**src/common/ofsr_regs.svh**
```systemverilog
// register offsets, field positions and timing constants for output fault status
`ifndef OFSR_REGS_SVH
`define OFSR_REGS_SVH
// ==========================================
// register byte addresses
`define OFSR_STATUS_ADDR      8'h00
`define OFSR_CTRL_BASE        8'h40
`define OFSR_GLOBAL_ADDR      8'h80
`define OFSR_IRQ_STAT_ADDR    8'h84
`define OFSR_IRQ_MASK_ADDR    8'h88
`define OFSR_SUPPLY_ADDR      8'h8c
// ==========================================
// status field positions
`define OFSR_BIT_OVL          4
`define OFSR_BIT_MODE         5
`define OFSR_BIT_SAFE         6
`define OFSR_BIT_SWOFF        7
`define OFSR_BIT_SUPPLY       8
// control word fields: [0] command on, [3:1] mode, [4] safety switch request
`define OFSR_CTL_CMD          0
`define OFSR_CTL_MODE_LO      1
`define OFSR_CTL_MODE_HI      3
`define OFSR_CTL_SW           4
// ==========================================
// timing
`define OFSR_HOLD_MS          250
`define OFSR_CLK_HZ           25000000
// divide first: the plain product overflows a 32-bit int
`define OFSR_HOLD_CYC         (`OFSR_HOLD_MS * (`OFSR_CLK_HZ / 1000))
`endif

```
**src/common/ofsr_pkg.sv**
```systemverilog
// types shared by the output fault status block
package ofsr_pkg;
   // ==========================================
   // output mode encodings; codes above 3 are invalid
   typedef enum logic [2:0] {
      OFSR_MODE_DIGITAL = 3'h0,
      OFSR_MODE_OPEN    = 3'h1,
      OFSR_MODE_CLOSED  = 3'h2,
      OFSR_MODE_SINK    = 3'h3
   } ofsr_mode_t;
   // per-output overload recovery states
   typedef enum logic [2:0] {
      OFSR_OV_RUN  = 3'b001,
      OFSR_OV_TRIP = 3'b010,
      OFSR_OV_HOLD = 3'b100
   } ofsr_ov_state_t;
endpackage : ofsr_pkg

```
**src/logic/ofsr_hold_timer.sv**
```systemverilog
// hold-off timer: counts a condition held continuously for a set number of cycles
`timescale 1ns/10ps
`default_nettype none
`include "ofsr_regs.svh"
module ofsr_hold_timer #(
   parameter int CYCLES = `OFSR_HOLD_CYC
) (
   input  wire logic sys_clk_i,
   input  wire logic resetn_i,
   input  wire logic run_i,
   output var  logic done_o
);
   localparam int W = $clog2(CYCLES + 1);
   localparam logic [W-1:0] LAST = W'(CYCLES - 1);
   logic [W-1:0] cnt_q;
   wire          at_end = (cnt_q == LAST);
   // a drop of run restarts the count: the hold must be unbroken
   always_ff @(posedge sys_clk_i or negedge resetn_i) begin
      if (!resetn_i) begin
         cnt_q  <= '0;
         done_o <= 1'b0;
      end else if (!run_i) begin
         cnt_q  <= '0;
         done_o <= 1'b0;
      end else if (!at_end) begin
         cnt_q  <= cnt_q + W'(1);
         done_o <= (cnt_q == LAST - W'(1));
      end else begin
         done_o <= 1'b1;
      end
   end
endmodule : ofsr_hold_timer
`default_nettype wire

```
**src/logic/ofsr_top.sv**
```systemverilog
// per-output fault status, recovery sequencing and redundant switch control
// ==========================================
// Summary of operation
// on overload an output is disabled by the block and its bit 4 status flag is raised.
// to recover from overload software holds the output commanded off for at least 250 ms.
// after that unbroken off hold the block clears bit 4; the output drives again once commanded on.
// bit 5 is raised while an invalid mode is selected and clears when a valid one is chosen.
// only writing a valid mode clears the invalid-mode flag.
// a safety-layer failure sets bit 6, which stays set until power-on reset.
// when the secondary turns a safety switch off bit 7 is set and the switch stays off 250 ms.
// the primary must command the affected output off before the switch may be restored.
// the secondary may re-enable the switch only after 250 ms and with the output off.
// on supply out of range (bit 8) the primary commands all outputs off.
// bit 8 clears only when the supply is good again and all outputs are commanded off.
// the secondary can disconnect each output's high-side switch separately at any time.
// the secondary can drive and read back every redundant sourcing stage.
// the secondary sees a digital supply-good indication.
// a closed-loop overcurrent shuts the output down and latches it until the command is zero.
// status positions other than 4 to 8 read as zero and status is readable at any time.
`timescale 1ns/10ps
`default_nettype none
`include "ofsr_regs.svh"
module ofsr_top #(
   parameter int N_OUT    = 4,
   parameter int HOLD_CYC = `OFSR_HOLD_CYC
) (
   input  wire logic             sys_clk_i,
   input  wire logic             resetn_i,
   input  wire logic [7:0]       avs_address_i,
   input  wire logic             avs_read_i,
   input  wire logic             avs_write_i,
   input  wire logic [31:0]      avs_writedata_i,
   input  wire logic [3:0]       avs_byteenable_i,
   output var  logic [31:0]      avs_readdata_o,
   output var  logic             avs_waitrequest_o,
   input  wire logic [N_OUT-1:0] overload_i,
   input  wire logic [N_OUT-1:0] overcurrent_i,
   input  wire logic [N_OUT-1:0] safe_fail_i,
   input  wire logic [N_OUT-1:0] switch_fb_i,
   input  wire logic             supply_ok_i,
   output var  logic [N_OUT-1:0] proportional_switched_output_en_o,
   output var  logic [N_OUT-1:0] safety_switch_o,
   output var  logic             irq_o
);
   // ==========================================
   // input synchronisers
   logic [N_OUT-1:0] ovl_m_q, ovl_s_q, oc_m_q, oc_s_q, sf_m_q, sf_s_q, fb_m_q, fb_s_q;
   logic             sup_m_q, sup_s_q;
   always_ff @(posedge sys_clk_i or negedge resetn_i) begin
      if (!resetn_i) begin
         {ovl_m_q, ovl_s_q, oc_m_q, oc_s_q} <= '0;
         {sf_m_q, sf_s_q, fb_m_q, fb_s_q}   <= '0;
         // good level at reset, so no false supply fault follows it
         {sup_m_q, sup_s_q}                 <= 2'b11;
      end else begin
         ovl_m_q <= overload_i;
         ovl_s_q <= ovl_m_q;
         oc_m_q  <= overcurrent_i;
         oc_s_q  <= oc_m_q;
         sf_m_q  <= safe_fail_i;
         sf_s_q  <= sf_m_q;
         fb_m_q  <= switch_fb_i;
         fb_s_q  <= fb_m_q;
         sup_m_q <= supply_ok_i;
         sup_s_q <= sup_m_q;
      end
   end

   // ==========================================
   // bus decode
   function automatic logic [31:0] ofsr_merge(input logic [31:0] old_v,
                                               input logic [31:0] new_v,
                                               input logic [3:0]  be);
      logic [31:0] r;
      r = old_v;
      for (int b = 0; b < 4; b++) begin
         if (be[b]) begin
            r[8*b +: 8] = new_v[8*b +: 8];
         end
      end
      return r;
   endfunction : ofsr_merge

   function automatic logic mode_ok(input logic [2:0] m);
      return (m <= 3'(ofsr_pkg::OFSR_MODE_SINK));
   endfunction : mode_ok

   localparam int IW = (N_OUT > 1) ? $clog2(N_OUT) : 1;
   wire          wr_stb   = avs_write_i & ~avs_waitrequest_o;
   wire          rd_stb   = avs_read_i & ~avs_waitrequest_o;
   wire          sel_stat = (avs_address_i[7:6] == 2'(`OFSR_STATUS_ADDR >> 6));
   wire          sel_ctl  = (avs_address_i[7:6] == 2'(`OFSR_CTRL_BASE >> 6));
   wire [5:0]    word_idx = {2'b00, avs_address_i[5:2]};
   wire          idx_ok   = (avs_address_i[1:0] == 2'b00) && (word_idx < 6'(N_OUT));
   wire [IW-1:0] idx      = IW'(word_idx);
   wire          sel_irqs = (avs_address_i == `OFSR_IRQ_STAT_ADDR);
   wire          sel_irqm = (avs_address_i == `OFSR_IRQ_MASK_ADDR);
   wire          sel_sup  = (avs_address_i == `OFSR_SUPPLY_ADDR);

   // ==========================================
   // per-output state
   logic [N_OUT-1:0] cmd_q, sw_req_q, ovl_q, safe_q, swoff_q, sup_flag_q, oc_lat_q;
   logic [2:0]       mode_q [N_OUT];
   ofsr_pkg::ofsr_ov_state_t ov_st_q [N_OUT];
   logic [N_OUT-1:0] ov_hold_done, sw_hold_done, sw_hold_run, ov_hold_run;
   logic [N_OUT-1:0] irq_stat_q, irq_mask_q;
   logic [N_OUT-1:0] ev_ovl, ev_swoff;

   wire all_off = ~|cmd_q;
   wire sup_bad = ~sup_s_q;

   genvar g;
   generate
      for (g = 0; g < N_OUT; g++) begin : g_out
         wire wr_me = wr_stb && sel_ctl && idx_ok && (idx == IW'(g));
         wire [31:0] ctl_cur = {27'h0, sw_req_q[g], mode_q[g], cmd_q[g]};
         wire [31:0] ctl_new = ofsr_merge(ctl_cur, avs_writedata_i, avs_byteenable_i);
         // overload trip as soon as it is seen while the output is in the run state, driven or not
         wire trip = ovl_s_q[g] && (ov_st_q[g] == ofsr_pkg::OFSR_OV_RUN);
         assign ev_ovl[g]      = trip;
         assign ov_hold_run[g] = (ov_st_q[g] != ofsr_pkg::OFSR_OV_RUN) && !cmd_q[g];
         // the secondary drops its switch request while the switch is on
         assign ev_swoff[g]    = !swoff_q[g] && sw_req_q[g] && wr_me
                                 && !ctl_new[`OFSR_CTL_SW];
         assign sw_hold_run[g] = swoff_q[g];

         ofsr_hold_timer #(.CYCLES(HOLD_CYC)) u_ov_hold (
            .sys_clk_i (sys_clk_i),
            .resetn_i  (resetn_i),
            .run_i     (ov_hold_run[g]),
            .done_o    (ov_hold_done[g])
         );
         ofsr_hold_timer #(.CYCLES(HOLD_CYC)) u_sw_hold (
            .sys_clk_i (sys_clk_i),
            .resetn_i  (resetn_i),
            .run_i     (sw_hold_run[g]),
            .done_o    (sw_hold_done[g])
         );

         // switch may come back only after the hold and with the output commanded off
         wire sw_restore_ok = sw_hold_done[g] && !cmd_q[g];

         always_ff @(posedge sys_clk_i or negedge resetn_i) begin
            if (!resetn_i) begin
               cmd_q[g]      <= 1'b0;
               mode_q[g]     <= 3'h0;
               sw_req_q[g]   <= 1'b1;
               ovl_q[g]      <= 1'b0;
               safe_q[g]     <= 1'b0;
               swoff_q[g]    <= 1'b0;
               sup_flag_q[g] <= 1'b0;
               oc_lat_q[g]   <= 1'b0;
               ov_st_q[g]    <= ofsr_pkg::OFSR_OV_RUN;
            end else begin
               if (wr_me) begin
                  cmd_q[g]  <= ctl_new[`OFSR_CTL_CMD];
                  mode_q[g] <= ctl_new[`OFSR_CTL_MODE_HI:`OFSR_CTL_MODE_LO];
                  // a switch-on request is held back until restore is allowed
                  if (ctl_new[`OFSR_CTL_SW] && (!swoff_q[g] || sw_restore_ok)) begin
                     sw_req_q[g] <= 1'b1;
                  end else if (!ctl_new[`OFSR_CTL_SW]) begin
                     sw_req_q[g] <= 1'b0;
                  end
               end
               if (wr_me && swoff_q[g] && sw_restore_ok && ctl_new[`OFSR_CTL_SW]) begin
                  swoff_q[g] <= 1'b0;
               end else if (ev_swoff[g]) begin
                  swoff_q[g] <= 1'b1;
               end
               if (sf_s_q[g]) begin
                  safe_q[g] <= 1'b1;
               end
               if (sup_bad) begin
                  sup_flag_q[g] <= 1'b1;
               end else if (all_off) begin
                  sup_flag_q[g] <= 1'b0;
               end
               // closed-loop overcurrent latches until the command goes to zero
               if (oc_s_q[g] && mode_q[g] == 3'(ofsr_pkg::OFSR_MODE_CLOSED)) begin
                  oc_lat_q[g] <= 1'b1;
               end else if (!cmd_q[g]) begin
                  oc_lat_q[g] <= 1'b0;
               end
               case (ov_st_q[g])
                  ofsr_pkg::OFSR_OV_RUN: begin
                     if (trip) begin
                        ov_st_q[g] <= ofsr_pkg::OFSR_OV_TRIP;
                        ovl_q[g]   <= 1'b1;
                     end
                  end
                  ofsr_pkg::OFSR_OV_TRIP: begin
                     if (!cmd_q[g]) begin
                        ov_st_q[g] <= ofsr_pkg::OFSR_OV_HOLD;
                     end
                  end
                  ofsr_pkg::OFSR_OV_HOLD: begin
                     if (cmd_q[g]) begin
                        ov_st_q[g] <= ofsr_pkg::OFSR_OV_TRIP;
                     end else if (ov_hold_done[g]) begin
                        ov_st_q[g] <= ofsr_pkg::OFSR_OV_RUN;
                        ovl_q[g]   <= 1'b0;
                     end
                  end
                  default: begin
                     ov_st_q[g] <= ofsr_pkg::OFSR_OV_TRIP;
                  end
               endcase
            end
         end
      end
   endgenerate

   // ==========================================
   // output drive
   logic [N_OUT-1:0] mode_bad;
   always_comb begin
      for (int i = 0; i < N_OUT; i++) begin
         mode_bad[i] = !mode_ok(mode_q[i]);
      end
   end
   // an output drives only with every guard clear and the safety switch read back on
   wire [N_OUT-1:0] drive_d = cmd_q & ~ovl_q & ~mode_bad & ~safe_q & ~oc_lat_q
                              & ~sup_flag_q & ~swoff_q & fb_s_q;
   wire [N_OUT-1:0] sw_d    = sw_req_q & ~swoff_q;

   // ==========================================
   // interrupts and read mux
   wire [31:0] stat_word  = {23'h0, sup_flag_q[idx], swoff_q[idx], safe_q[idx],
                             mode_bad[idx], ovl_q[idx], 4'h0};
   wire [31:0] ctl_word   = {27'h0, sw_req_q[idx], mode_q[idx], cmd_q[idx]};
   wire [31:0] glob_word  = {8'h0, 8'(N_OUT), 8'(fb_s_q), 8'(sw_d)};
   wire [31:0] irq_s_word = 32'(irq_stat_q);
   wire [31:0] irq_m_word = 32'(irq_mask_q);
   wire [31:0] sup_word   = {31'h0, sup_s_q};
   wire [31:0] rd_mux     = (sel_stat && idx_ok) ? stat_word :
                            (sel_ctl && idx_ok)  ? ctl_word  :
                            (avs_address_i == `OFSR_GLOBAL_ADDR) ? glob_word :
                            sel_irqs ? irq_s_word :
                            sel_irqm ? irq_m_word :
                            sel_sup  ? sup_word   : 32'h0;
   wire [N_OUT-1:0] irq_w1c = (wr_stb && sel_irqs && avs_byteenable_i[0]) ?
                              avs_writedata_i[N_OUT-1:0] : '0;
   wire [N_OUT-1:0] irq_ev  = ev_ovl | ev_swoff;

   always_ff @(posedge sys_clk_i or negedge resetn_i) begin
      if (!resetn_i) begin
         avs_waitrequest_o                 <= 1'b1;
         avs_readdata_o                    <= 32'h0;
         irq_stat_q                        <= '0;
         irq_mask_q                        <= '0;
         irq_o                             <= 1'b0;
         proportional_switched_output_en_o <= '0;
         safety_switch_o                   <= '0;
      end else begin
         // one wait cycle per access, so read data is registered
         avs_waitrequest_o <= !((avs_read_i || avs_write_i) && avs_waitrequest_o);
         if (avs_read_i && avs_waitrequest_o) begin
            avs_readdata_o <= rd_mux;
         end
         // a fresh event wins over a same-cycle clear
         irq_stat_q <= (irq_stat_q & ~irq_w1c) | irq_ev;
         if (wr_stb && sel_irqm && avs_byteenable_i[0]) begin
            irq_mask_q <= avs_writedata_i[N_OUT-1:0];
         end
         irq_o                             <= |(irq_stat_q & irq_mask_q);
         proportional_switched_output_en_o <= drive_d;
         safety_switch_o                   <= sw_d;
      end
   end
   wire unused_ok = rd_stb;
endmodule : ofsr_top
`default_nettype wire

```
**config.mk**
```make
export PLATFORM = sky130hd
export DESIGN_NAME = ofsr_top
export DESIGN_NICKNAME = d
export VERILOG_FILES = /design/src/common/ofsr_pkg.sv /design/src/logic/ofsr_hold_timer.sv /design/src/logic/ofsr_top.sv
export VERILOG_INCLUDE_DIRS = /design/src /design/src/common
export SDC_FILE = /design/constraint.sdc
export NUM_CORES = 1
export LEC_CHECK = 0
export CORE_UTILIZATION = 58
export DETAILED_ROUTE_END_ITERATION = 8
export DONT_BUFFER_PORTS = 1
export GPL_TIMING_DRIVEN = 1
export PLACE_DENSITY = 0.76
export SLEW_MARGIN = 10
export SYNTH_ARGS = -nofsm -noshare
export SYNTH_HDL_FRONTEND = slang
export SYNTH_SLANG_ARGS = --single-unit
```
**constraint.sdc**
```tcl
create_clock -name sys_clk_i -period 2.1 [get_ports sys_clk_i]
set_clock_uncertainty 0.1 [all_clocks]
set_input_delay 0.315 -clock sys_clk_i [delete_from_list [all_inputs] [get_ports sys_clk_i]]
set_output_delay 0.315 -clock sys_clk_i [all_outputs]
set_load 0.02 [all_outputs]
```
==> results of run 1 <==
what timing repair did:
action / 4_1_cts / 5_1_grt
hold endpoints to repair: 359 / 306
resized for setup: 0 / 6
pin swaps: 1 / 2
setup buffers: 0 / 1
gates cloned: 0 / 0
setup endpoints to repair: 1 / 10
cell usage after synthesis (8+ instances only):
| cell | n |
|---|---|
| sky130_fd_sc_hd__or2_2 | 11 |
| sky130_fd_sc_hd__a31oi_1 | 19 |
| sky130_fd_sc_hd__a22o_1 | 8 |
| sky130_fd_sc_hd__xnor2_1 | 85 |
| sky130_fd_sc_hd__a22oi_1 | 8 |
| sky130_fd_sc_hd__nand2b_1 | 12 |
| sky130_fd_sc_hd__mux2i_1 | 11 |
| sky130_fd_sc_hd__nand3_1 | 79 |
| sky130_fd_sc_hd__mux4_2 | 9 |
| sky130_fd_sc_hd__dfstp_2 | 11 |
| sky130_fd_sc_hd__nor3_1 | 40 |
| sky130_fd_sc_hd__nand4_1 | 52 |
| sky130_fd_sc_hd__and4_1 | 8 |
| sky130_fd_sc_hd__xor2_1 | 52 |
| sky130_fd_sc_hd__mux2_2 | 20 |
| sky130_fd_sc_hd__and2_1 | 78 |
| sky130_fd_sc_hd__nor4b_1 | 8 |
| sky130_fd_sc_hd__clkbuf_1 | 34 |
| sky130_fd_sc_hd__dfrtp_1 | 295 |
| sky130_fd_sc_hd__or4_1 | 10 |
| sky130_fd_sc_hd__o21ai_0 | 38 |
| sky130_fd_sc_hd__nor2_1 | 116 |
| sky130_fd_sc_hd__ha_1 | 16 |
| sky130_fd_sc_hd__nor3b_1 | 12 |
| sky130_fd_sc_hd__and3_1 | 39 |
| sky130_fd_sc_hd__inv_1 | 29 |
| sky130_fd_sc_hd__or3_1 | 16 |
| sky130_fd_sc_hd__nor2b_1 | 15 |
| sky130_fd_sc_hd__nand2_1 | 103 |
| sky130_fd_sc_hd__buf_4 | 19 |
| sky130_fd_sc_hd__nor4_1 | 27 |
| sky130_fd_sc_hd__a21oi_1 | 34 |
metrics by stage:
step                worst slack, ps  utilization, %  instance area (um2)  instances  hold slack [ps]
finish                         50.4            68.5                16800       1830             -604
global route                  0.677            68.5                16800       1829             -616
CTS                            60.2            68.3                16800       1828             -616
detailed placement             42.6            62.2                15200       1738            -73.2
global placement               83.2            62.2                15200       1738            -73.1
floorplan                      42.5               -                14700       1417            -80.6
worst max-delay path, delay by kind of cell, from the launching register on:
family	cells	cell delay (ps)
flip-flops	1	410
AO/OA/AOI/OAI	1	270
AND/OR/NAND/NOR	4	1160
registers in the layout, summed over array words and instances, names as in the netlist, 12 cells and up:
signal                 count
g_out.u_ov_hold.cnt_q     92
g_out.ctl_cur             16
avs_readdata_o            13
g_out.u_sw_hold.cnt_q     92
ov_st_q                   12
logic make-up after synthesis:
kind of cell,count (synthesis),share of synthesized area [%]
buffers and inverters,88,2.77
flip-flops,306,52.4
other,1,0.0256
AO/OA/AOI/OAI,155,6.86
XOR/XNOR,137,8.20
AND/OR/NAND/NOR,656,24.7
multiplexers,40,3.67
adder cells (fa/ha/maj),16,1.37
routing by layer:
metal	track usage, %	vias to the layer above	wire length [um]
li1	-	5081	-
met1	35.0	5285	13900
met2	38.9	241	14300
met3	4.18	51	1730
met4	7.03	0	643
met5	0	-	0
power by group:
part / internal, mW / switching [mW] / total (mW)
clock: 4.03 / 2.37 / 6.41
combinational: 0.577 / 0.689 / 1.27
sequential: 6.25 / 0.440 / 6.69
worst min-delay path by stage:
stage | start | endpoint | slack (ps) | cells after the start
global route | resetn_i | g_out[3].u_sw_hold.cnt_q[11] | -620 | 0
finish | resetn_i | g_out[3].u_sw_hold.cnt_q[11] | -600 | 0
global placement | resetn_i | g_out[3].u_sw_hold.cnt_q[11] | -70 | 0
floorplan | resetn_i | avs_readdata_o[0] | -80 | 0
detailed placement | resetn_i | g_out[3].u_sw_hold.cnt_q[11] | -70 | 0
CTS | resetn_i | g_out[3].u_sw_hold.cnt_q[11] | -620 | 0
final cells by class:
cell class                 count  area, um2
antenna                        1       2.50
sequential                   306       7670
fill                        1877       7730
clock inverter                12        190
multi-input combinational   1023       6660
clock buffer                  49       1030
timing repair buffer          86        731
tap                          324        405
inverter                      29        109
==> reports/metrics.sh, run 1 <==
OUTCOME='finished, violations left'
VIOLATIONS_IN_THE_FINAL_REPORTS='hold timing'
YS_TOP_CELLS_BY_AREA='sky130_fd_sc_hd__dfrtp_1 (50%), sky130_fd_sc_hd__xnor2_1 (5.1%), sky130_fd_sc_hd__and2_1 (3.3%), sky130_fd_sc_hd__xor2_1 (3.1%), sky130_fd_sc_hd__nor2_1 (3.0%)'
CLOCK_INSERTION_DELAY_WORST_SKEW_PS=520
DIEAREA_UM2=25900
HTREEDEPTH=2
GRT_MAX_DEGREE=307
TIMING.CRITICAL_PATH.SLOWEST_STAGE_CELL='sky130_fd_sc_hd__or4_1'
WORST-PATH-MAX-FANOUT=4
DRV.MAX_CAP_VIOLATION_COUNT=0
POWER.TOTAL_mW=14.4
NETLIST.AREA_LEADER.SHARE_PCT=50.4
POST-ROUTE-PERIOD-UTIL_PCT=97.6
SYNTH_LARGEST_AREA_CELL='sky130_fd_sc_hd__dfrtp_1'
ROOT_BUFFER='sky130_fd_sc_hd__clkbuf_16'
POST_SYNTH_NUM_CELL_TYPES=70
LAYOUT_COMMON_CELLS='sky130_fd_sc_hd__dfrtp_1 (295), sky130_fd_sc_hd__nor2_1 (116), sky130_fd_sc_hd__nand2_1 (103), sky130_fd_sc_hd__xnor2_1 (85), sky130_fd_sc_hd__nand3_1 (79)'
CORE_UM2=24500
CRIT_END='g_out[1].u_ov_hold.cnt_q[1]'
FINALCRITICALPERIOD_PS=2050
CTS_MADE_BUFFERS=35
YS_FF_LATCH=306
SYNTHARSTFLOPSHARE_PCT=100
FF2FF_PATH_DEPTH=5
DRC=0
FINAL-HOLD-VIOLATION-COUNT=298
COUNT_OF_TRITONROUTE_ITERATIONS_IN_THE_FIRST_ROUTING_PASS=7
FINALWIRELENGTH_UM=30600
CTS-ROOT-TO-SINK-BUFFERS=3
FLOW.AREA_GROWTH_FROM_SYNTHESIS_PCT=14.8
CTS.REPORTEDPATHS.CLKPINSLEW_PS=60
REG2REG_TO='g_out[1].u_ov_hold.cnt_q[1]'
DIEWIDTH_UM=161
POSTSYNTHAREAPERCELL_UM2=10.5
CRIT_CHAIN='or2_2 -> or4_1 -> nor2_4 -> nand2_1 -> a211oi_1'
WL_PER_CELL_UM=16.7
WORST_SETUP_PATH_STARTPOINT='g_out[1].u_ov_hold.cnt_q[15]'
DETAIL_ROUTE.VIAS_PER_CELL=5.82
ROW_COUNT=57
SYNTH_ENABLE_FLOP_CELLS=0
ANTENNA_FOUND_INITIAL=1
TIMING_WORST_SETUP_PATH_TYPE='flip-flop to flip-flop'
TIMING_WORST_SLEW_PIN_VALUE_PS=1280
CTS_NUM_SINKS=306
GLOBAL_ROUTE.OVERFLOW_TOTAL=0
FLOORPLAN.DIE.HEIGHT_UM=161
LAYOUT.NETS=1562
FINAL.SETUP.TNS_PS=0
DESIGN.PORTCOUNT=107
MAXSLEWHEADROOM_PCT=14.3
START_KIND='flip-flop'
CTS_HOLD_BUF=29
DETAILED_PLACEMENT_HPWL_UM=19900
POST_ROUTE_CELLS_DRIVE_ABOVE_1_SHARE_PCT=12.2
WORSTSETUPENDPOINTTYPE='flip-flop'
UNREPAIRED_SETUP_ENDPOINTS_AFTER_GLOBAL_ROUTING='no'
NUMBER_OF_PINS_WITH_NEGATIVE_MAX_SLEW_SLACK_IN_THE_FINAL_REPORT=0
WORST_HOLD_PATH_TYPE='primary input to asynchronous set/reset pin'
POWER_DENSITY_nW_PER_UM2=855
WORST_EP_ARRIVAL_TIME_PS=2360
WORST_PATH_LARGEST_CELL_DELAY_PS=560
CTS_TREE='built'
CRIT-REG2REG-LAUNCH='g_out[1].u_ov_hold.cnt_q[15]'
GRT_FIRST_PASS_WIRELENGTH_UM=51700
LEAKAGE_nW=7.46
ROUTED-VIA-COUNT=10700
IR_WORST_VDD_mV=0.840
SYNTHCELLS=1399
MAX_CLOCK_FREQ_GHz=0.488
FIRST_GLOBAL_VIAS=10400
SYNTH_SEQUENTIAL_AREA_RATIO_PCT=52.4
MAPPED_AREA_UM2=14600
WORSTPATHREQUIRED_PS=2410
PORTBUFFERS=0
R2R_SLACK_PS=50
DRTITER0DRC=834
FINALSETUPVIOLATIONS=0
SYNTH_TOP_FLOP_CELL='sky130_fd_sc_hd__dfrtp_1'
SYNTH-WARNING-COUNT=0
LAYOUT.CELLS.MOST_COMMON='sky130_fd_sc_hd__dfrtp_1'
ROUTABILITYCONGESTION=0.865
FINAL_ANTENNA_NET_COUNT=0
HOLD_SLACK_PS=-604
TRACK_USAGE_PCT=24.6
INITIAL_CORE_UTIL_PCT=59.7
(Power assumes the default switching activity.)
==> run 2: changes to the inputs <==
Settings changed: CELL_PAD_IN_SITES_DETAIL_PLACEMENT from default to 0, CELL_PAD_IN_SITES_GLOBAL_PLACEMENT from default to 2, CORE_UTILIZATION 58 to 38, PLACE_DENSITY 0.76 to default, PLACE_DENSITY_LB_ADDON from default to 0.1.
==> run 2 against run 1 <==
  * Core utilization shrank 23 points
  * Non-clock buffer count rose by 33
  * The flow still finishes with violations (hold timing)
  * First-iteration DRC count shrank 40%
  * Die area up 52%
  * Critical endpoint is now g_out[0].u_sw_hold.cnt_q[0]
  * Worst setup slack gained 7.3 ps
  * Combinational power is essentially flat
  * Design area increased by 2.4%
  * Total power decreased by 2.2%
  * Clock power fell by 5.5%
  * Via count shrank 1.4%
  * Sequential cell count unchanged
==> reports/metrics.sh, run 2 (synthesis gave the netlist of run 1 again) <==
FINAL_ANTENNA_NET_COUNT=0  # unchanged
MULTI_INPUT_AREA_UM2=6650  # -0.15%
FF_LATCH_AREA_UM2=7670  # unchanged
GRT_MAX_DEGREE=307  # unchanged
PLACEDINSTANCEAREA_UM2=15700  # +2.8%
POWER_DENSITY_nW_PER_UM2=817  # -4.5%
DETAILROUTE.WIRELENGTH.MET2_UM=14700  # +2.7%
LAYOUT.CELLS.MOST_COMMON='sky130_fd_sc_hd__dfrtp_1'
CTS_NUM_SINKS=306  # unchanged
VIOLATIONS_IN_THE_FINAL_REPORTS='hold timing'
WORST_HOLD_PATH_TYPE='primary input to asynchronous set/reset pin'
DRV.MAX_CAP_VIOLATION_COUNT=0  # unchanged
CLOCK_INSERTION_DELAY_WORST_SKEW_PS=540  # +20 ps
GLOBAL_ROUTE.OVERFLOW_TOTAL=0  # unchanged
LAYOUT_COMMON_CELLS='sky130_fd_sc_hd__dfrtp_1 (295), sky130_fd_sc_hd__nor2_1 (116), sky130_fd_sc_hd__nand2_1 (103), sky130_fd_sc_hd__xnor2_1 (85), sky130_fd_sc_hd__buf_4 (83)'
FINALWIRELENGTH_UM=33700  # +10%
HTREEDEPTH=2  # unchanged
FLOW.AREA_GROWTH_FROM_SYNTHESIS_PCT=17.5
NUMBER_OF_PINS_WITH_NEGATIVE_MAX_SLEW_SLACK_IN_THE_FINAL_REPORT=0  # unchanged
WL_MET3_UM=1620  # -6.5%
START_KIND='flip-flop'
HOLD_SLACK_PS=-620  # -16.4 ps
CTS-ROOT-TO-SINK-BUFFERS=3  # unchanged
CTS_HOLD_BUF=36  # +24%
GRT_FIRST_PASS_WIRELENGTH_UM=55900  # +8.2%
FIRST_GLOBAL_VIAS=10500  # +0.47%
ROUTE.TOP_LAYER_USED='met5'
DIEAREA_UM2=39300  # +52%
OUTCOME='finished, violations left'
ROOT_BUFFER='sky130_fd_sc_hd__clkbuf_16'
POST_ROUTE_CELLS_DRIVE_ABOVE_1_SHARE_PCT=13.6  # +1.3 points
DRC=0  # unchanged
TIMING_WORST_SLEW_PIN_VALUE_PS=649  # -636 ps
POSTCTSSETUPBUFFERS=0  # unchanged
CTS_TREE='built'
IR_WORST_VDD_mV=0.591  # -30%
ROUTE.LAYER.MET1.WL_UM=16700  # +20%
INITIAL_CORE_UTIL_PCT=38.8  # -21 points
LEAKAGE_nW=7.60  # +1.9%
WORST_EP_ARRIVAL_TIME_PS=2410  # +50 ps
MAX_CLOCK_FREQ_GHz=0.490  # +0.36%
TRACK_USAGE_PCT=18.0  # -6.6 points
MAXSLEWHEADROOM_PCT=56.7  # +42 points
WL_PER_CELL_UM=16.4  # -1.9%
WORST-PATH-MAX-FANOUT=5  # +1
DIEWIDTH_UM=198  # +23%
CTS_MADE_BUFFERS=37  # +5.7%
DRTITER0DRC=497  # -40%
DETAIL_ROUTE.VIAS_PER_CELL=5.11  # -12%
CORE_UM2=37800  # +54%
PORTBUFFERS=0  # unchanged
FINAL-HOLD-VIOLATION-COUNT=306  # +2.7%
DETAILED_PLACEMENT_HPWL_UM=22400  # +13%
COUNT_OF_TRITONROUTE_ITERATIONS_IN_THE_FIRST_ROUTING_PASS=4  # -3
LAYOUT.NETS=1597  # +2.2%
CTS.REPORTEDPATHS.CLKPINSLEW_PS=60  # about the same
FINALSETUPVIOLATIONS=0  # unchanged
ROUTABILITYCONGESTION=0.764  # -12%
WORSTSETUPENDPOINTTYPE='flip-flop'
TIMING_WORST_SETUP_PATH_TYPE='flip-flop to flip-flop'
DESIGN.PORTCOUNT=107  # unchanged
FINALCRITICALPERIOD_PS=2040  # -7.27 ps
STDCELL_AREA_UM2=17200  # +2.4%
FILLER_CELLS=3660  # +95%
ROW_COUNT=71  # +25%
ROUTED-VIA-COUNT=10500  # -1.4%
POST-ROUTE-PERIOD-UTIL_PCT=97.3  # -0.35 points
POWER.TOTAL_mW=14.1  # -2.2%
FLOORPLAN.DIE.HEIGHT_UM=198  # +23%
WORSTPATHREQUIRED_PS=2470  # +60 ps
ANTENNA_FOUND_INITIAL=3  # +2
-- run 2: changes by cell type in the layout (fill, tap and decap cells not counted), sizes merged --
cell,before,now
buf,57,83
dlygate4sd3,29,36
clkbuf,49,55
bufinv,5,0
inv,29,31
clkinv,5,6
-- run 2: power by group --
part	switching (mW)	total, mW	leakage, nW	internal [mW]
combinational	0.689	1.29	2.99	0.603
clock	2.49	6.06	0.564	3.57
sequential	0.444	6.70	4.05	6.25
-- run 2: critical path, cell delays in order, from the launching register on --
cell	delay [ps]
sky130_fd_sc_hd__dfrtp_1	400
sky130_fd_sc_hd__or4b_4	550
sky130_fd_sc_hd__nor4_4	250
sky130_fd_sc_hd__nand3_2	150
sky130_fd_sc_hd__or3_1	370
sky130_fd_sc_hd__a21boi_1	140
-- run 2: final cells by class --
class                           instances  share of cell area (%)
Tap cell                              511                    3.72
Multi-Input combinational cell       1023                    38.7
Inverter                               29                   0.633
Sequential cell                       306                    44.6
Antenna cell                            1                  0.0145
Timing Repair Buffer                  119                    5.72
Clock inverter                         10                   0.364
Clock buffer                           55                    6.30
-- run 2: stage by stage --
step | utilization, % | TNS [ps] | cells | hold slack, ps | setup WS (ps)
after floorplan | - | 0 | 1417 | -80.6 | 42.5
after global placement | 41.5 | 0 | 1952 | -72.1 | 80.6
after detailed placement | 41.5 | 0 | 1952 | -71.5 | 63.4
after CTS | 45.5 | 0 | 2053 | -656 | 48.3
after global routing | 45.6 | -0.0295 | 2054 | -658 | -0.0295
final | 45.6 | 0 | 2054 | -620 | 57.7
-- run 2: worst paths after layout --
kind	slack, ps	depth (start not counted)	startpoint	to
max	60	5	g_out[0].u_sw_hold.cnt_q[15]	g_out[0].u_sw_hold.cnt_q[0]
min	-620	0	resetn_i	g_out[3].u_sw_hold.cnt_q[10]
max reg2reg	60	5	g_out[0].u_sw_hold.cnt_q[15]	g_out[0].u_sw_hold.cnt_q[0]
min reg2reg	250	0	sf_m_q[1]	sf_s_q[1]
max in group asynchronous	1950	0	resetn_i	g_out[1].u_ov_hold.cnt_q[16]
min in group sys_clk_i	30	2	avs_byteenable_i[0]	sw_hold_run[2]
-- run 2: what timing repair did --
item                                   CTS  global route
setup endpoints to repair                0             9
gates resized for setup                  0             4
endpoints found under the hold margin  361           306
-- run 2: layer usage --
| metal | up-vias | track usage [%] |
|---|---|---|
| li1 | 5155 | - |
| met3 | 52 | 4.09 |
| met5 | - | 0 |
| met4 | 4 | 4.85 |
| met1 | 5131 | 26.0 |
| met2 | 163 | 26.8 |
==> run 3: changes to the inputs <==
Settings changed: ABC_CLOCK_PERIOD_IN_PS from default to 2100, SETUP_SLACK_MARGIN from default to 0.4.
==> run 3 against run 2 <==
  * The run still ends with hold timing left
  * Wire length increased by 7.4%
  * Global-route usage increased by 0.62 points
  * Fmax increased by 4.6%
  * Sequential cell count unchanged
  * Critical endpoint is now g_out[3].u_ov_hold.cnt_q[3]
  * Highest routed layer unchanged
==> reports/metrics.sh, run 3 (synthesis gave the netlist of run 1 again) <==
OUTCOME='finished, violations left'
VIOLATIONS_IN_THE_FINAL_REPORTS='hold timing'
CTS-ROOT-TO-SINK-BUFFERS=3  # unchanged
CTS_HOLD_BUF=30  # -17%
FINAL-INSTANCE-COUNT-EXCL-FILL=2152  # +4.8%
WORSTSETUPENDPOINTTYPE='flip-flop'
DIEWIDTH_UM=198  # unchanged
DETAIL_ROUTE.VIAS_PER_CELL=5.12  # about the same
DRTITER0DRC=465  # -6.4%
FLOORPLAN.DIE.HEIGHT_UM=198  # unchanged
UNREPAIRED_SETUP_ENDPOINTS_AFTER_GLOBAL_ROUTING='yes'
FIRST_GLOBAL_VIAS=10900  # +4.3%
FINALSETUPVIOLATIONS=0  # unchanged
LAYOUT.NETS=1690  # +5.8%
LEAKAGE_nW=8.62  # +13%
GLOBAL_ROUTE.OVERFLOW_TOTAL=0  # unchanged
ROUTE.TOP_LAYER_USED='met5'
PORTBUFFERS=0  # unchanged
LAYOUT.CELLS.MOST_COMMON='sky130_fd_sc_hd__dfrtp_1'
FINALCRITICALPERIOD_PS=1950  # -89.7 ps
DETAILROUTE.WIRELENGTH.MET2_UM=16100  # +9.7%
CTS_MADE_BUFFERS=38  # +2.7%
CTS_TREE='built'
POST_ROUTE_CELLS_DRIVE_ABOVE_1_SHARE_PCT=30.8  # +17 points
GRT_FIRST_PASS_WIRELENGTH_UM=58100  # +3.8%
WL_PER_CELL_UM=16.8  # +2.5%
PLACEDINSTANCEAREA_UM2=15800  # +0.84%
MAXSLEWHEADROOM_PCT=54.0  # -2.7 points
FLOW.AREA_GROWTH_FROM_SYNTHESIS_PCT=32.5
DRC=0  # unchanged
WORSTPATHREQUIRED_PS=2430  # -40 ps
WORST-PATH-MAX-FANOUT=2  # -3
GRT_MAX_DEGREE=307  # unchanged
DESIGN.PORTCOUNT=107  # unchanged
CRIT-REG2REG-LAUNCH='g_out[3].u_ov_hold.cnt_q[13]'
WORST_SETUP_PATH_STARTPOINT='g_out[3].u_ov_hold.cnt_q[13]'
ROUTED-VIA-COUNT=11000  # +4.8%
CRIT_CHAIN='or4b_4 -> nor3_4 -> nand4_1 -> nand4_1 -> mux2_4'
FAMILY_OF_CELLS_WITH_THE_GREATEST_SUMMED_DELAY_ON_THE_CRITICAL_PATH='simple AND/OR/NAND/NOR gates'
WORST_HOLD_PATH_TYPE='primary input to asynchronous set/reset pin'
TRACK_USAGE_PCT=18.6  # +0.62 points
DRV.MAX_CAP_VIOLATION_COUNT=0  # unchanged
FINAL_CORE_UTIL_PCT=51.4  # +5.8 points
DIEAREA_UM2=39300  # unchanged
DETAILED_PLACEMENT_HPWL_UM=22300  # -0.50%
COUNT_OF_TRITONROUTE_ITERATIONS_IN_THE_FIRST_ROUTING_PASS=4  # unchanged
START_KIND='flip-flop'
CTS_NUM_SINKS=306  # unchanged
ROW_COUNT=71  # unchanged
HTREEDEPTH=2  # unchanged
NUMBER_OF_PINS_WITH_NEGATIVE_MAX_SLEW_SLACK_IN_THE_FINAL_REPORT=0  # unchanged
ROUTE.LAYER.MET1.WL_UM=17800  # +7.0%
WL_MET3_UM=1510  # -6.7%
STDCELL_AREA_UM2=19400  # +13%
WORST_PATH_LARGEST_CELL_DELAY_PS=560  # about the same
CORE_UM2=37800  # unchanged
MAX_CLOCK_FREQ_GHz=0.512  # +4.6%
ROOT_BUFFER='sky130_fd_sc_hd__clkbuf_16'
FINALWIRELENGTH_UM=36200  # +7.4%
PLACE_INST=1924  # -1.4%
TIMING.CRITICAL_PATH.SLOWEST_STAGE_CELL='sky130_fd_sc_hd__or4b_4'
CP.BUFFERS_INVERTERS=0  # unchanged
CLOCK_INSERTION_DELAY_WORST_SKEW_PS=550  # about the same
POWER_DENSITY_nW_PER_UM2=783  # -4.1%
POST-ROUTE-PERIOD-UTIL_PCT=93.0  # -4.3 points
INITIAL_CORE_UTIL_PCT=38.8  # unchanged
CTS.REPORTEDPATHS.CLKPINSLEW_PS=60  # about the same
HOLD_SLACK_PS=-627  # -6.87 ps
TIMING_WORST_SETUP_PATH_TYPE='flip-flop to flip-flop'
LAYOUT_COMMON_CELLS='sky130_fd_sc_hd__dfrtp_1 (265), sky130_fd_sc_hd__buf_4 (154), sky130_fd_sc_hd__nor2_1 (105), sky130_fd_sc_hd__nand2_1 (91), sky130_fd_sc_hd__xnor2_1 (79)'
WORST_PATH_MOST_REPEATED_CELL='sky130_fd_sc_hd__nand4_1'
R2R_SLACK_PS=150  # +90 ps
IR_WORST_VDD_mV=0.548  # -7.3%
FINAL_ANTENNA_NET_COUNT=0  # unchanged
FINAL-HOLD-VIOLATION-COUNT=306  # unchanged
FINAL.SETUP.TNS_PS=0  # unchanged
ROUTABILITYCONGESTION=0.793  # +3.9%
TIMING_WORST_SLEW_PIN_VALUE_PS=690  # +40.6 ps
WORST_EP_ARRIVAL_TIME_PS=2280  # -130 ps
ANTENNA_FOUND_INITIAL=4  # +1
[run 3: cell types whose count changed in the layout (fill, tap and decap cells not counted), sizes merged]
cell and change:
nor2 +1, diode +2, buf +97, dlygate4sd3 -6, bufinv +1, inv -1
clkbuf +4
[run 3: path summary, 6_finish.rpt]
kind	end	depth (start not counted)
worst max-delay path	g_out[3].u_ov_hold.cnt_q[3]	5
worst min-delay path	g_out[0].u_sw_hold.cnt_q[19]	0
max in group asynchronous	g_out[3].u_ov_hold.cnt_q[1]	0
worst min register to register	fb_s_q[3]	0
min in group sys_clk_i	avs_readdata_o[7]	2
worst max register to register	g_out[3].u_ov_hold.cnt_q[3]	5
[run 3: stage by stage]
stage                     setup slack [ps]  power (mW)
after floorplan                        141        7.72
after global placement                57.9        8.04
after detailed placement              29.2        8.07
after CTS                              160        15.1
after global routing                  77.1        15.9
final                                  147        15.2
[run 3: final cells by class]
class,count,area (um2)
Timing Repair Buffer,210,1760
Clock buffer,59,1210
Inverter,29,109
Tap cell,511,639
Antenna cell,3,7.51
Sequential cell,306,7710
Fill cell,3446,18400
Multi-Input combinational cell,1024,7880
Clock inverter,10,87.6
[run 3: layer usage]
| metal | GRT usage, % | vias up |
|---|---|---|
| met5 | 0 | - |
| met4 | 4.94 | 4 |
| met3 | 4.16 | 56 |
| met2 | 28.1 | 156 |
| met1 | 26.7 | 5448 |
| li1 | - | 5344 |
[run 3: what timing repair did]
action                                 in CTS  in global routing
setup endpoints to repair                 116                178
cloned                                      1                  0
endpoints found under the hold margin     362                306
setup buffers                              71                 54
gates resized for setup                    91                154
pin swaps                                  75                124
[run 3: power breakdown]
group / internal [mW] / switching (mW)
Sequential: 6.27 / 0.505
Combinational: 0.881 / 0.854
Clock: 4.10 / 2.59
